--- src/hdl/bsw_pkg.sv ---
package bsw_pkg;
   localparam int unsigned CLK_MHZ = 125;
   localparam int unsigned WD_OSC_PERIOD_NS = 12320;
   localparam int unsigned WD_OSC_CYCLES = WD_OSC_PERIOD_NS * CLK_MHZ / 1000;
   localparam int unsigned CLOSED_WINDOW_NS = 12100000;
   localparam int unsigned OPEN_WINDOW_NS = 9610000;
   localparam int unsigned RESET_HOLD_NS = 70000000;
   localparam int unsigned LEAD_TIME_NS = 70000000;
   localparam int unsigned FAIL_HOLD_NS = 2000000;
   localparam int unsigned CLOSED_TICKS = CLOSED_WINDOW_NS / WD_OSC_PERIOD_NS;
   localparam int unsigned OPEN_TICKS = OPEN_WINDOW_NS / WD_OSC_PERIOD_NS;
   localparam int unsigned RESET_TICKS = RESET_HOLD_NS / WD_OSC_PERIOD_NS;
   localparam int unsigned LEAD_TICKS = LEAD_TIME_NS / WD_OSC_PERIOD_NS;
   localparam int unsigned FAIL_TICKS = FAIL_HOLD_NS / WD_OSC_PERIOD_NS;
   localparam int unsigned DEAD_TIME_NS = 2788;
   localparam int unsigned DEAD_CYCLES =
      (DEAD_TIME_NS * CLK_MHZ + 999) / 1000;
   localparam int unsigned SHORT_BLANK_NS = 4000;
   localparam int unsigned SHORT_BLANK_CYCLES =
      (SHORT_BLANK_NS * CLK_MHZ + 999) / 1000;
   localparam int unsigned CNT_W = 16;
   localparam logic [15:0] CNT_ZERO = 16'h0000;
   localparam logic [3:0] GATES_OFF = 4'h0;

   typedef enum logic [1:0] {
      WD_HOLD,
      WD_LEAD,
      WD_CLOSED,
      WD_OPEN
   } bsw_wd_t;
endpackage

--- src/hdl/bsw_tick_if.sv ---
`timescale 1ns/100ps
`default_nettype none
interface bsw_tick_if;
   logic tick;
   modport src (output tick);
   modport snk (input tick);
endinterface
`default_nettype wire

--- src/hdl/bsw_tick.sv ---
`timescale 1ns/100ps
`default_nettype none
module bsw_tick
   import bsw_pkg::*;
#(
   parameter int unsigned OSC_CYCLES = WD_OSC_CYCLES
) (
   input wire logic i_clk,
   input wire logic i_srst,
   bsw_tick_if.src tk
);
   typedef struct packed {
      logic [15:0] cnt;
      logic tick;
   } bsw_tick_st_t;

   bsw_tick_st_t s;
   bsw_tick_st_t next_s;

   // Stands in for the resistor-trimmed oscillator: one enable per period.
   always_comb begin
      next_s = s;
      next_s.tick = 1'b0;
      if (s.cnt == CNT_ZERO) begin
         next_s.cnt = 16'(OSC_CYCLES - 1);
         next_s.tick = 1'b1;
      end else begin
         next_s.cnt = s.cnt - 16'h0001;
      end
   end

   always_ff @(posedge i_clk) begin
      if (i_srst) begin
         s <= '0;
      end else begin
         s <= next_s;
      end
   end

   assign tk.tick = s.tick;
endmodule
`default_nettype wire

--- src/hdl/bsw_top.sv ---
`timescale 1ns/100ps
`default_nettype none
module bsw_top
   import bsw_pkg::*;
#(
   parameter int unsigned OSC_CYCLES = WD_OSC_CYCLES,
   parameter int unsigned CLOSED_T = CLOSED_TICKS,
   parameter int unsigned OPEN_T = OPEN_TICKS,
   parameter int unsigned RESET_T = RESET_TICKS,
   parameter int unsigned LEAD_T = LEAD_TICKS,
   parameter int unsigned FAIL_T = FAIL_TICKS,
   parameter int unsigned DEAD_C = DEAD_CYCLES,
   parameter int unsigned BLANK_C = SHORT_BLANK_CYCLES
) (
   input wire logic i_clk,
   input wire logic i_srst,
   input wire logic i_host_supply_ok,
   input wire logic i_wd_trigger_in,
   input wire logic i_serial_send_in,
   input wire logic i_bus_overheat,
   input wire logic i_pulse,
   input wire logic i_rotation_select,
   input wire logic i_short_detect,
   input wire logic i_bridge_supply_low,
   input wire logic i_battery_low,
   input wire logic i_battery_high,
   input wire logic i_pump_good,
   input wire logic i_overheat_warn,
   input wire logic i_thermal_shutdown,
   output logic o_host_hold_n,
   output logic o_hv_bus_out,
   output logic o_hv_bus_oe,
   output logic o_gate_high_a,
   output logic o_gate_low_a,
   output logic o_gate_high_b,
   output logic o_gate_low_b,
   output logic o_bridge_enable,
   output logic o_diag_short,
   output logic o_diag_supply,
   output logic o_diag_thermal,
   output logic o_pump_enable,
   output logic o_host_supply_enable
);
   typedef struct packed {
      bsw_wd_t wd;
      logic [15:0] ticks;
      logic trig_prev;
      logic trig_seen;
      logic therm_latch;
      logic pulse_prev;
      logic dir_prev;
      logic [15:0] dead;
      logic [15:0] blank;
      logic short_off;
      logic [3:0] gates;
      logic hold_n;
      logic bus_oe;
      logic bridge_en;
      logic diag_short;
      logic diag_supply;
      logic diag_thermal;
      logic pump_en;
      logic vcc_en;
   } bsw_state_t;

   bsw_state_t s;
   bsw_state_t next_s;
   bsw_tick_if tk ();

   logic trig_rise;
   logic expire;
   logic accept;
   logic force_hold;
   logic en;
   logic change;
   logic dead_done;
   logic sup_fault;
   logic [3:0] want;

   bsw_tick #(
      .OSC_CYCLES(OSC_CYCLES)
   ) u_tick (
      .i_clk(i_clk),
      .i_srst(i_srst),
      .tk(tk.src)
   );

   always_comb begin
      next_s = s;
      // Inputs are sampled as delivered; the pull-downs on pulse,
      // rotation_select and serial_send_in sit in the pad ring.
      trig_rise = i_wd_trigger_in & ~s.trig_prev;
      next_s.trig_prev = i_wd_trigger_in;
      expire = tk.tick && (s.ticks == CNT_ZERO);
      accept = trig_rise && (s.wd == WD_LEAD || s.wd == WD_OPEN);
      force_hold = i_thermal_shutdown | ~i_host_supply_ok;
      if (tk.tick && s.ticks != CNT_ZERO) begin
         next_s.ticks = s.ticks - 16'h0001;
      end
      case (s.wd)
         WD_HOLD: begin
            if (expire) begin
               next_s.wd = WD_LEAD;
               next_s.ticks = 16'(LEAD_T - 1);
            end
         end
         WD_LEAD: begin
            if (trig_rise) begin
               next_s.wd = WD_CLOSED;
               next_s.ticks = 16'(CLOSED_T - 1);
            end else if (expire) begin
               next_s.wd = WD_HOLD;
               next_s.ticks = 16'(RESET_T - 1);
            end
         end
         WD_CLOSED: begin
            if (trig_rise) begin
               next_s.wd = WD_HOLD;
               next_s.ticks = 16'(FAIL_T - 1);
            end else if (expire) begin
               next_s.wd = WD_OPEN;
               next_s.ticks = 16'(OPEN_T - 1);
            end
         end
         WD_OPEN: begin
            if (trig_rise) begin
               next_s.wd = WD_CLOSED;
               next_s.ticks = 16'(CLOSED_T - 1);
            end else if (expire) begin
               next_s.wd = WD_HOLD;
               next_s.ticks = 16'(FAIL_T - 1);
            end
         end
         default: begin
            next_s.wd = WD_HOLD;
            next_s.ticks = 16'(RESET_T - 1);
         end
      endcase
      if (accept) begin
         next_s.trig_seen = 1'b1;
      end
      // A supply dip or an overheat restarts the full power-on hold.
      if (force_hold) begin
         next_s.wd = WD_HOLD;
         next_s.ticks = 16'(RESET_T - 1);
      end
      if (next_s.wd == WD_HOLD) begin
         next_s.trig_seen = 1'b0;
      end
      next_s.hold_n = (next_s.wd != WD_HOLD);

      // The latch is cleared first so that a shutdown in the same cycle wins.
      if (accept) begin
         next_s.therm_latch = 1'b0;
      end
      if (i_thermal_shutdown) begin
         next_s.therm_latch = 1'b1;
      end
      next_s.diag_thermal = i_overheat_warn | next_s.therm_latch;

      sup_fault = ~i_pump_good | i_battery_high | i_battery_low;
      next_s.diag_supply = sup_fault;
      next_s.diag_short = ~sup_fault &
         (i_short_detect | i_bridge_supply_low | s.short_off);
      next_s.pump_en = ~i_battery_high;
      next_s.vcc_en = ~i_thermal_shutdown;

      en = s.trig_seen & s.hold_n & ~s.short_off & ~i_bridge_supply_low &
         ~sup_fault & ~i_thermal_shutdown;
      next_s.bridge_en = en;
      if (!en) begin
         want = GATES_OFF;
      end else if (i_rotation_select) begin
         want = {~i_pulse, i_pulse, 1'b1, 1'b0};
      end else begin
         want = {1'b1, 1'b0, ~i_pulse, i_pulse};
      end

      next_s.pulse_prev = i_pulse;
      next_s.dir_prev = i_rotation_select;
      change = (i_pulse != s.pulse_prev) |
         (i_rotation_select != s.dir_prev);
      if (change) begin
         next_s.dead = 16'(DEAD_C);
      end else if (s.dead != CNT_ZERO) begin
         next_s.dead = s.dead - 16'h0001;
      end
      // Turn-off is immediate, turn-on waits out the dead time. Both edges
      // of a pulse see the same delay on the rising gate, so duty holds.
      dead_done = ~change && (s.dead == CNT_ZERO);
      next_s.gates = want & (s.gates | {4{dead_done}});

      if (s.short_off && change && i_pulse != s.pulse_prev) begin
         next_s.short_off = 1'b0;
      end
      if ((s.gates != GATES_OFF) && i_short_detect) begin
         if (s.blank == 16'(BLANK_C - 1)) begin
            next_s.short_off = 1'b1;
            next_s.blank = CNT_ZERO;
         end else begin
            next_s.blank = s.blank + 16'h0001;
         end
      end else begin
         next_s.blank = CNT_ZERO;
      end

      // The bus driver only pulls low; the pull-up gives the recessive level.
      if (!next_s.hold_n) begin
         next_s.bus_oe = 1'b1;
      end else if (i_thermal_shutdown || i_bus_overheat) begin
         next_s.bus_oe = 1'b0;
      end else begin
         next_s.bus_oe = ~i_serial_send_in;
      end
   end

   always_ff @(posedge i_clk) begin
      if (i_srst) begin
         s <= '0;
         s.wd <= WD_HOLD;
         s.ticks <= 16'(RESET_T - 1);
         // Reset starts with the host held, so the bus is pulled low at once.
         s.bus_oe <= 1'b1;
      end else begin
         s <= next_s;
      end
   end

   assign o_host_hold_n = s.hold_n;
   assign o_hv_bus_out = 1'b0;
   assign o_hv_bus_oe = s.bus_oe;
   assign o_gate_high_a = s.gates[3];
   assign o_gate_low_a = s.gates[2];
   assign o_gate_high_b = s.gates[1];
   assign o_gate_low_b = s.gates[0];
   assign o_bridge_enable = s.bridge_en;
   assign o_diag_short = s.diag_short;
   assign o_diag_supply = s.diag_supply;
   assign o_diag_thermal = s.diag_thermal;
   assign o_pump_enable = s.pump_en;
   assign o_host_supply_enable = s.vcc_en;
endmodule
`default_nettype wire

--- config.mk ---
export PLATFORM = sky130hd
export DESIGN_NAME = bsw_top
export DESIGN_NICKNAME = d
export VERILOG_FILES = /design/src/hdl/bsw_pkg.sv /design/src/hdl/bsw_tick_if.sv /design/src/hdl/bsw_tick.sv /design/src/hdl/bsw_top.sv
export SDC_FILE = /design/constraint.sdc
export NUM_CORES = 1
export LEC_CHECK = 0
export BUFFER_PORTS_ARGS = -buffer_cell sky130_fd_sc_hd__buf_2
export CAP_MARGIN = 40
export CORE_ASPECT_RATIO = 0.8
export CORE_UTILIZATION = 53
export DETAILED_ROUTE_END_ITERATION = 16
export GPL_TIMING_DRIVEN = 0
export PLACE_DENSITY = 0.82
export REMOVE_ABC_BUFFERS = 1
export SYNTH_ARGS = -nofsm -noshare
export SYNTH_HDL_FRONTEND = slang
export SYNTH_SLANG_ARGS = --single-unit
export TNS_END_PERCENT = 1
--- constraint.sdc ---
create_clock -name i_clk -period 3.5 [get_ports i_clk]
set_clock_uncertainty 0.2 [all_clocks]
set_input_delay 0.525 -clock i_clk [delete_from_list [all_inputs] [get_ports i_clk]]
set_output_delay 0.525 -clock i_clk [all_outputs]
set_load 0.05 [all_outputs]
# --- Word level (Yosys, flattened, before mapping) ---
# Cells that the tools add are included.
totals:
  reg_bits: 85
  out_inout_bits: 13
  wordCells: 109
  in_bits: 15
classes:
  add_sub_neg: 4
  eq_ne: 6
  bitwise: 29
  mux: 22
  reduce_logical: 25
op_table:
  columns: ["operator", "count"]
  rows:
  - ["two-way mux 18 bit", 8]
  - ["case mux 18 bit (4 select lines)", 1]
  - ["logical NOT 16 bit", 3]
  - ["subtractor 16 x 1 -> 16 bit (second input constant)", 3]
  - ["nonzero test 16 bit", 2]
  - ["two-way mux 9 bit", 2]
  - ["adder 16 x 1 -> 16 bit (second input constant)", 1]
  - ["equality test 16 x 9 -> 1 bit (second input constant)", 1]
  - ["two-way mux 16 bit", 1]
  - ["inverter 1 bit", 13]
  - ["two-way mux 11 bit", 1]
  - ["OR reduction 2 bit", 5]
  - ["two-way mux 4 bit", 2]
  - ["AND 1 bit", 7]
  - ["logical AND 1 bit", 7]
  - ["two-way mux 1 bit", 7]
  - ["bitwise OR 1 bit", 7]
  - ["AND 4 bit", 1]
  - ["equality test 2 bit (second input constant)", 2]
  - ["logical NOT 2 bit", 2]
  - ["bitwise OR 4 bit", 1]
  - ["nonzero test 2 bit", 2]
  - ["nonzero test 4 bit", 1]
  - ["OR reduction 3 bit", 1]
  - ["3 further kinds", 5]

# --- Longest topological paths before layout ---
# Gate-level depths: netlist (run 1).
logic_depth:
  word_depth: 10
  ltp_mapped: 8
  mapped_depth_nobuf: 7

# --- Modules after synthesis ---
# A second synthesis (run 1) with hierarchy kept.
unflattened:
  cells_unflattened: 428
  hier_area_um2: 3844.9
modules_own_cells:
  columns: ["mod", "cells_each", "instances", "seq_area_each_um2", "area_per_inst_um2"]
  rows:
  - ["bsw_top", 352, 1, 1361.3, 3109.2]
  - ["bsw_tick", 76, 1, 340.3, 735.7]

# --- Worst setup path before layout (run 1) ---
# OpenSTA, ideal clock, no wires.
synth_timing:
  kind: "register to register"
  start: "register s[50] (netlist name)"
  end: "register s[58] (netlist name)"
  arrival_time_ps: 1809
  stages_incl_launch_ff: 8
  setup_ps: 128
  slack_ps: 1363
  cell_sequence: "dfxtp_1 inv_1 ha_1 or4b_4 nor4_1 nor3_1 a2111oi_0 nor2_1"
synth_via:
  elab_chain_len: 6
synth_lines:
  columns: ["item", "line_no", "text"]
  rows:
  - ["start: declaration", "bsw_top.sv:66", "bsw_state_t s;"]
  - ["start signal: assignment", "bsw_top.sv:225", "s <= next_s;"]
  - ["branches (longest 5 deep; another with subtractor 16 x 1 -> 16 bit)", null, null]
  - ["case mux 18 bit (4 select lines) *", "bsw_top.sv:100", "case (s.wd)"]
# Every way passes the cells marked *.
# A chain may end at the register's enable or synchronous reset.

# --- Final worst setup path (run 1) ---
layout_timing:
  start: "register s[50] (netlist name)"
  end: "register s[55] (netlist name)"
# The elaborated chain is that of the path after synthesis.

==> results.sh, run 1 <==
export IMPL_dpl_cell_area_mm2=0.004035
export IMPL_top_layer_used="met4"
export IMPL_drt_wl_total_mm=7.901
export IMPL_drtPass1Iterations=7
export IMPL_num_rows=27
export IMPL_initial_core_util_pct=55.61
export IMPL_die_height_um=78.43
export IMPL_status="finished clean"
export IMPL_place_congestion=0.8491
export IMPL_synth_top_area_share_pct=43.97
export IMPL_drv_slew=0
export IMPL_wl_met2_mm=3.684
export IMPL_fmax_mhz=372.0
export IMPL_fillCellCount=596
export IMPL_leakage_nw=1.501
export IMPL_synth_largest_area_cell="dfxtp_1"
export IMPL_io_buffer_count=26
export IMPL_worstPathArrival_ns=2.76
export IMPL_cts_root_buffer="clkbuf_8"
export IMPL_cts_tree="built"
export IMPL_viasPerCell=5.864
export IMPL_largest_register="s"
export IMPL_antenna_left=0
export IMPL_syn_area_mm2=0.003870
export IMPL_cts_hold_buffers=0
export IMPL_drv_cap=0
export IMPL_met1_length_mm=3.636
export IMPL_clock_sinks=85
export IMPL_setup_viol=0
export IMPL_setup_tns_ns=0
export IMPL_async_flop_share_pct=0
export IMPL_power_density_mw_per_mm2=552.8
export IMPL_netlist_instances=450
export IMPL_synth_warnings=0
export IMPL_core_mm2=0.006959
export IMPL_finalInstanceArea_mm2=0.004214
export IMPL_num_antenna_cells=0
export IMPL_drc_errors=0
export IMPL_required_ns=3.58
export IMPL_synthTopCellsByCount="85 x dfxtp_1, 72 x nor2_1, 27 x nand2_1"
export IMPL_grt_pass1_wl_mm=13.43
export IMPL_cts_buffer_depth=2
export IMPL_crit_type="reg2reg"
export IMPL_clk_pin_slew_ns=0.08
export IMPL_wl_per_cell_um=14.11
export IMPL_routed_via_count=3284
export IMPL_ys_seq_area_share_pct=43.97
export IMPL_clock_latency_ns=0.35
export IMPL_cp_end_kind="flip-flop"
export IMPL_largest_register_ffs=56
export IMPL_ioPinCount=28
export IMPL_grt_max_degree=26
export IMPL_grt_setup_unrepaired="no"
export IMPL_crit_fanout=13
export IMPL_ys_top_cells_by_area="dfxtp_1 44%, nor2_1 7.0%, xnor2_1 5.2%, xor2_1 5.0%, nor3_1 3.1%"
export IMPL_hpwl_mm=5.561
export IMPL_area_growth_pct=8.891
export IMPL_drtIter0Drc=190
export IMPL_antenna_found_initial=0
export IMPL_post_cts_resized=0
export IMPL_synth_distinct_cells=52
export IMPL_synthFlopType="dfxtp_1"
export IMPL_grt_pass1_vias=3003
export IMPL_finalCritPeriodShare_pct=76.81
export IMPL_irDropWorstVdd_mv=0.3798
export IMPL_fp_dieArea_mm2=0.007650
export IMPL_synth_edf_count=0
export IMPL_top_regs="s x56, u_tick.s x16"
export IMPL_cts_setup_buffers=0
export IMPL_fin_nets=490
export IMPL_cts_buffers=9
export IMPL_min_path_type="in2reg"
export IMPL_cp_start_kind="flip-flop"
export IMPL_syn_area_per_cell_um2=8.600
export IMPL_track_usage_pct=21.77
export IMPL_drive_above_1_share_pct=10.78
export IMPL_ys_ff_latch=85
export IMPL_synth_most_common_cell="dfxtp_1"
export IMPL_grt_overflow_total=0
export IMPL_hold_viol=0
export IMPL_layout_min_cycle_time_ns=2.688
export IMPL_die_width_um=97.54
export IMPL_h_tree_depth=3
export IMPL_slew_headroom_pct=40.80
export IMPL_wl_met3_um=410
export IMPL_worstMarginPinSlew_ns=0.8799
[cell usage in the layout (no fill, tap or decap), types with 4 or more instances in the layout]
cell	n
dfxtp_1	85
nor2_1	72
nand2_1	27
buf_2	26
nor3_1	24
xnor2_1	23
xor2_1	22
a21oi_1	21
nand3_1	17
o21ai_0	15
inv_1	12
nor4_1	11
nand4_1	11
clkbuf_8	9
nor4b_1	6
nand2b_1	6
nor2b_1	6
nor3b_1	5
and3_1	5
o22ai_1	5
ha_1	5
or4_1	4
or3_1	4
a211oi_1	4
mux2i_1	4
[report_power, final]
part           leakage [nW]  internal [mW]  total, mW  switching, mW
Clock                0.0882          0.322      0.656          0.334
Sequential            0.693           1.06       1.16         0.0982
Combinational         0.720          0.219      0.511          0.291
[per-layer routing]
layer	global-route usage, %	vias up
met1	27.58	1532
met3	6.055	20
met5	0	-
li1	-	1624
met4	9.412	0
met2	34.90	108
[worst paths after layout]
kind / startpoint / endpoint / slack (ns) / depth (start not counted)
max: s[50] / s[55] / 0.81 / 7
min: i_battery_high / o_pump_enable / 0.14 / 2
min reg2reg: s[48] / s[48] / 0.27 / 1
max reg2reg: s[50] / s[55] / 0.81 / 7
[cells by family after synthesis]
logic type | synth area share, %
multiplexers | 1.035
XOR/XNOR | 10.18
adder cells (fa/ha/maj) | 1.617
buffers and inverters | 3.071
AO/OA/AOI/OAI | 10.41
AND/OR/NAND/NOR | 29.62
flip-flops | 43.97
other | 0.09690
[cell type report]
type / count / area, um^2 / share of cell area (%)
well taps: 87 / 108.9 / 2.583
repair buffers: 26 / 130.1 / 3.088
clock buffers: 10 / 127.6 / 3.028
inverters: 12 / 45.04 / 1.069
clock inverters: 4 / 51.30 / 1.217
multi-input cells: 336 / 2049 / 48.63
flip-flops and latches: 85 / 1702 / 40.38
[worst max-delay path, cell delays in order, from the launching register on]
cell,delay (ns)
dfxtp_1,0.34
inv_1,0.10
ha_1,0.17
or4b_4,0.51
nor4_4,0.65
nor3_1,0.12
o311a_1,0.37
a31oi_1,0.15
[stage by stage]
| step | hold slack [ns] | cells | setup WS [ns] | total power [mW] | utilization (%) |
|---|---|---|---|---|---|
| after floorplan | 0.2325 | 433 | 1.151 | 1.573 | - |
| after global placement | 0.2439 | 546 | 0.9035 | 1.658 | 57.98 |
| after detailed placement | 0.2539 | 546 | 0.8411 | 1.690 | 57.98 |
| after CTS | 0.1254 | 560 | 0.8224 | 2.341 | 60.55 |
| after global routing | 0.1241 | 560 | 0.5985 | 2.456 | 60.55 |
| final | 0.1376 | 560 | 0.8115 | 2.329 | 60.55 |
Note: power is estimated with default switching activity, not from simulation.
==> inputs of run 2 (changes only) <==
==> constraint.sdc (replaced) <==
create_clock -name i_clk -period 2.5 [get_ports i_clk]
set_clock_uncertainty 0.2 [all_clocks]
set_input_delay 0.375 -clock i_clk [delete_from_list [all_inputs] [get_ports i_clk]]
set_output_delay 0.375 -clock i_clk [all_outputs]
set_load 0.05 [all_outputs]
==> run 2 against run 1 <==
  * Critical endpoint unchanged
  * Highest routed layer unchanged
  * Register-to-register slack got worse by 0.77 ns
  * Cell count is 0.71% higher
  * Die area unchanged
  * Largest cell class unchanged
  * Largest power group unchanged
  * Global-route usage shrank 0.097 points
  * Routed wire length is 2.8% higher
  * Combinational power increased by 42%
  * Total power is 41% higher
  * Critical path depth stayed put
  * Sequential power is 41% higher
  * Clock power up 40%
==> results.sh, run 2 (synthesis results as in run 1) <==
export IMPL_die_height_um=78.43
export IMPL_drtPass1Iterations=5
export IMPL_use_met3_pct=4.720
export IMPL_crit_buf_inv=1
export IMPL_setup_ws_ns=0.04102
export IMPL_cts_root_buffer="clkbuf_8"
export IMPL_layout_min_cycle_time_ns=2.459
export IMPL_area_growth_pct=11.02
export IMPL_clock_latency_ns=0.35
export IMPL_drc_errors=0
export IMPL_cp_end_kind="flip-flop"
export IMPL_power_density_mw_per_mm2=763.7
export IMPL_top_regs="s x56, u_tick.s x16"
export IMPL_fp_dieArea_mm2=0.007650
export IMPL_drtIter0Drc=177
export IMPL_met1_usage_pct=27.47
export IMPL_reg2regPathDepth=7
export IMPL_grt_busiest_layer="met2"
export IMPL_cts_tree="built"
export IMPL_hold_viol=0
export IMPL_irDropWorstVdd_mv=0.5399
export IMPL_initial_core_util_pct=55.61
export IMPL_grt_pass1_wl_mm=13.39
export IMPL_slew_headroom_pct=63.91
export IMPL_slowest_stage="or4b_4"
export IMPL_min_path_type="in2reg"
export IMPL_viasPerCell=5.775
export IMPL_core_mm2=0.006959
export IMPL_grt_max_degree=26
export IMPL_fmax_mhz=406.7
export IMPL_worstMarginPinSlew_ns=0.5369
export IMPL_cp_start_kind="flip-flop"
export IMPL_antenna_left=0
export IMPL_wl_per_cell_um=14.40
export IMPL_mostFrequentLayoutCell="dfxtp_1"
export IMPL_leakage_nw=1.533
export IMPL_worstPathArrival_ns=2.54
export IMPL_layout_common_cells="84 x dfxtp_1, 72 x nor2_1, 27 x nand2_1"
export IMPL_crit_fanout=6
export IMPL_drv_cap=0
export IMPL_antenna_found_initial=0
export IMPL_crit_cells=7
export IMPL_finalCritPeriodShare_pct=98.36
export IMPL_min_path_cells=3
export IMPL_drive_above_1_share_pct=13.63
export IMPL_num_rows=27
export IMPL_largest_register_ffs=56
export IMPL_ioPinCount=28
export IMPL_track_usage_pct=21.68
export IMPL_clk_pin_slew_ns=0.08
export IMPL_dpl_worst_slack_ns=-0.1589
export IMPL_status="finished clean"
export IMPL_hpwl_mm=5.561
export IMPL_cts_buffer_depth=2
export IMPL_drv_slew=0
export IMPL_gr_usage_met2_pct=35.03
export IMPL_routed_via_count=3257
export IMPL_die_width_um=97.54
export IMPL_cp_top_family="simple AND/OR/NAND/NOR gates"
export IMPL_h_tree_depth=3
export IMPL_cts_buffers=9
export IMPL_fin_nets=494
export IMPL_critPathMaxStageDelay_ns=0.51
export IMPL_required_ns=2.58
export IMPL_grt_pass1_vias=3027
export IMPL_crit_type="reg2reg"
export IMPL_grt_overflow_total=0
export IMPL_clock_sinks=85
export IMPL_num_antenna_cells=0
export IMPL_p_total_mw=3.281
export IMPL_crit_chain="inv_1 > ha_1 > or4b_4 > nor4_4 > nor3_1 > o311a_1 > a31oi_1"
export IMPL_io_buffer_count=26
export IMPL_drt_wl_total_mm=8.124
export IMPL_largest_register="s"
export IMPL_setup_viol=0
export IMPL_place_congestion=0.8491
==> run 2: changes by cell type in the layout (fill, tap and decap cells not counted), sizes merged <==
cell / before / now
dlygate4sd3: 0 / 1
buf: 26 / 29
==> run 2: final timing paths <==
| path | start | end | slack, ns |
|---|---|---|---|
| setup reg to reg | s[51] | s[55] | 0.04 |
| setup / recovery | s[51] | s[55] | 0.04 |
| hold reg to reg | s[48] | s[48] | 0.27 |
| hold / removal | i_overheat_warn | o_diag_thermal | 0.05 |
==> run 2: final cells by class <==
class                      count  area, um^2
fill                         583        2663
multi-input combinational    336        2098
sequential                    85        1703
timing repair buffer          30       162.7
clock buffer                  10       127.6
tap                           87       108.9
clock inverter                 4       51.30
inverter                      12       45.04
==> run 2: timing repair <==
action | 4_1_cts | 5_1_grt
endpoints found under the setup margin | 5 | 39
buffers inserted | 0 | 3
resized for setup | 2 | 9
pin swaps | 1 | 1
hold endpoints to repair | 1 | 0
hold buffers | 1 | 0
==> run 2: worst min-delay path: cells and delay by family <==
family          cells  cell delay, ns
buf+inv             2            0.13
compound gates      1            0.05
==> run 2: metrics by stage <==
stage	util [%]	cells	hold WS (ns)	TNS, ns	instance area, um^2
after floorplan	-	433	0.2325	0	3796
after global placement	57.98	546	0.2439	-0.1010	4035
after detailed placement	57.98	546	0.2539	-0.3080	4035
after CTS	60.86	561	0.02978	-0.1361	4235
after global routing	61.74	564	0.02368	-0.06447	4297
final	61.74	564	0.04976	0	4297
==> run 2: power by group <==
| part | internal, mW | leakage, nW | total, mW | switching, mW |
|---|---|---|---|---|
| logic | 0.314 | 0.752 | 0.725 | 0.411 |
| clock network | 0.451 | 0.0882 | 0.921 | 0.470 |
| registers | 1.49 | 0.693 | 1.63 | 0.143 |
==> run 2: layer usage <==
metal | up-vias | part of all wire (%) | wire length [um]
met5 | - | 0 | 0
met4 | 0 | 2.4 | 198
met3 | 22 | 4.2 | 344
met2 | 90 | 47 | 3843
met1 | 1516 | 46 | 3738
li1 | 1629 | - | -
==> inputs of run 3 (changes only) <==
--- a/config.mk
+++ b/config.mk
@@ -7,11 +7,14 @@
 export LEC_CHECK = 0
 export BUFFER_PORTS_ARGS = -buffer_cell sky130_fd_sc_hd__buf_2
 export CAP_MARGIN = 40
+export CELL_PAD_IN_SITES_DETAIL_PLACEMENT = 2
+export CELL_PAD_IN_SITES_GLOBAL_PLACEMENT = 2
 export CORE_ASPECT_RATIO = 0.8
-export CORE_UTILIZATION = 53
+export CORE_MARGIN = 5
+export CORE_UTILIZATION = 37
 export DETAILED_ROUTE_END_ITERATION = 16
 export GPL_TIMING_DRIVEN = 0
-export PLACE_DENSITY = 0.82
+export PLACE_DENSITY = 0.9
 export REMOVE_ABC_BUFFERS = 1
 export SYNTH_ARGS = -nofsm -noshare
 export SYNTH_HDL_FRONTEND = slang
==> run 3 against run 2 <==
  * Count of clock-buffer cells in the layout is the same
  * Sequential power is essentially flat
  * Via count increased by 5.1%
  * Final area rose by 4.9%
  * Worst setup slack better by 0.066 ns
  * Cell count increased by 9.6%
  * Sequential share of layout area fell by 1.8 points
  * Combinational power rose by 9.8%
  * Routed wire length increased by 49%
  * Non-clock buffer count fell by 1
  * Largest power group unchanged
==> results.sh, run 3 (synthesis results as in run 1) <==
export IMPL_num_antenna_cells=0
export IMPL_worstMarginPinSlew_ns=0.5835
export IMPL_min_path_cells=2
export IMPL_antenna_found_initial=0
export IMPL_core_mm2=0.01024
export IMPL_setup_viol=0
export IMPL_required_ns=2.57
export IMPL_cts_root_buffer="clkbuf_16"
export IMPL_h_tree_depth=3
export IMPL_irDropWorstVdd_mv=0.4018
export IMPL_drtIter0Drc=205
export IMPL_crit_chain="inv_1 > ha_2 > or4b_4 > nor4_4 > nor3_1 > o311a_1 > a31oi_1"
export IMPL_leakage_nw=1.586
export IMPL_crit_buf_inv=1
export IMPL_rr_endpoint="s[55]"
export IMPL_dp_cells=599
export IMPL_instances_no_fill=618
export IMPL_io_buffer_count=26
export IMPL_top_regs="s x56, u_tick.s x16"
export IMPL_clk_pin_slew_ns=0.07
export IMPL_initial_core_util_pct=37.79
export IMPL_layout_min_cycle_time_ns=2.393
export IMPL_hold_worst_slack_ns=0.03795
export IMPL_grt_max_degree=26
export IMPL_die_height_um=101.5
export IMPL_fmax_mhz=417.8
export IMPL_hold_viol=0
export IMPL_layout_common_cells="84 x dfxtp_1, 72 x nor2_1, 27 x nand2_1"
export IMPL_setup_tns_ns=0
export IMPL_drtPass1Iterations=4
export IMPL_cp_start_kind="flip-flop"
export IMPL_slew_headroom_pct=60.96
export IMPL_cts_tree="built"
export IMPL_drv_cap=0
export IMPL_ioPinCount=28
export IMPL_rrSetupSlack_ns=0.11
export IMPL_slowest_stage="or4b_4"
export IMPL_timing_rr_start="s[51]"
export IMPL_track_usage_pct=19.94
export IMPL_min_path_type="in2reg"
export IMPL_cts_buffer_depth=2
export IMPL_cp_top_family="simple AND/OR/NAND/NOR gates"
export IMPL_crit_fanout=4
export IMPL_place_congestion=0.7980
export IMPL_grt_overflow_total=0
export IMPL_clock_sinks=85
export IMPL_drc_errors=0
export IMPL_antenna_left=0
export IMPL_critPathMaxStageDelay_ns=0.53
export IMPL_grt_setup_unrepaired="yes"
export IMPL_largest_register="s"
export IMPL_fillCellCount=1153
export IMPL_mostFrequentLayoutCell="dfxtp_1"
export IMPL_dpl_cell_area_mm2=0.004101
export IMPL_hpwl_mm=8.307
export IMPL_grt_pass1_vias=3906
export IMPL_viasPerCell=5.540
export IMPL_power_density_mw_per_mm2=848.0
export IMPL_grt_pass1_wl_mm=20.25
export IMPL_p_total_mw=3.821
export IMPL_finalCritPeriodShare_pct=95.74
export IMPL_drv_slew=0
export IMPL_fp_dieArea_mm2=0.01262
export IMPL_cts_buffers=9
export IMPL_crit_type="reg2reg"
export IMPL_worstPathArrival_ns=2.46
export IMPL_largest_register_ffs=56
export IMPL_num_rows=33
export IMPL_drive_above_1_share_pct=14.44
export IMPL_cp_end_kind="flip-flop"
export IMPL_clock_latency_ns=0.35
export IMPL_drt_wl_total_mm=12.13
export IMPL_finalInstanceArea_mm2=0.004506
export IMPL_hold_path_startpoint="i_battery_high"
export IMPL_routed_via_count=3424
export IMPL_wl_per_cell_um=19.62
export IMPL_holdPathEnd="o_pump_enable"
export IMPL_area_growth_pct=16.42
export IMPL_die_width_um=124.3
export IMPL_fin_nets=493
export IMPL_status="finished clean"
export IMPL_reg2regPathDepth=7
-- run 3: changes by cell type in the layout (fill, tap and decap cells not counted), sizes merged --
cell and delta:
clkinv -1, inv +3, dlygate4sd3 -1
-- run 3: final cells by class --
| class | count | area [um^2] | area share (%) |
|---|---|---|---|
| clock buffers | 10 | 229.0 | 5.082 |
| clock inverters | 6 | 68.82 | 1.527 |
| flip-flops and latches | 85 | 1703 | 37.79 |
| well taps | 140 | 175.2 | 3.888 |
| inverters | 12 | 45.04 | 0.9997 |
| multi-input cells | 336 | 2132 | 47.32 |
| repair buffers | 29 | 152.6 | 3.388 |
-- run 3: stage by stage --
stage / worst slack [ns] / util (%)
2_1_floorplan: 0.1508 / -
3_3_place_gp: -0.1256 / 40.05
3_5_place_dp: -0.3816 / 40.05
4_1_cts: 0.009621 / 43.55
5_1_grt: -0.03839 / 44.00
6_report: 0.1066 / 44.00
-- run 3: where the power goes --
part	leakage, nW	total [mW]	switching, mW	internal, mW
registers	0.693	1.65	0.162	1.49
clock network	0.144	1.37	0.585	0.784
logic	0.749	0.796	0.476	0.320
total	1.59	3.82	1.22	2.60
-- run 3: per-layer routing --
| layer | vias up | track usage [%] | part of all wire (%) |
|---|---|---|---|
| met3 | 21 | 4.164 | 2.1 |
| met5 | - | 0 | 0 |
| met4 | 0 | 7.161 | 2.2 |
| li1 | 1633 | - | - |
| met1 | 1732 | 22.27 | 42 |
| met2 | 38 | 37.92 | 53 |
-- run 3: timing repair --
item | in CTS | in global routing
setup endpoints to repair | 31 | 35
pin swaps | 1 | 0
hold buffers | 0 | 0
buffers inserted | 3 | 0
resized for setup | 7 | 11
-- run 3: how the worst max path moves through the flow --
stage / from / endpoint / slack [ns] / depth (start not counted)
global placement: s[50] / s[55] / -0.13 / 7
global route: s[51] / s[57] / -0.04 / 8
detailed placement: s[29] / o_gate_low_b / -0.38 / 7
finish: s[51] / s[55] / 0.11 / 7
floorplan: s[50] / s[55] / 0.15 / 7
CTS: s[29] / o_gate_low_b / 0.01 / 7
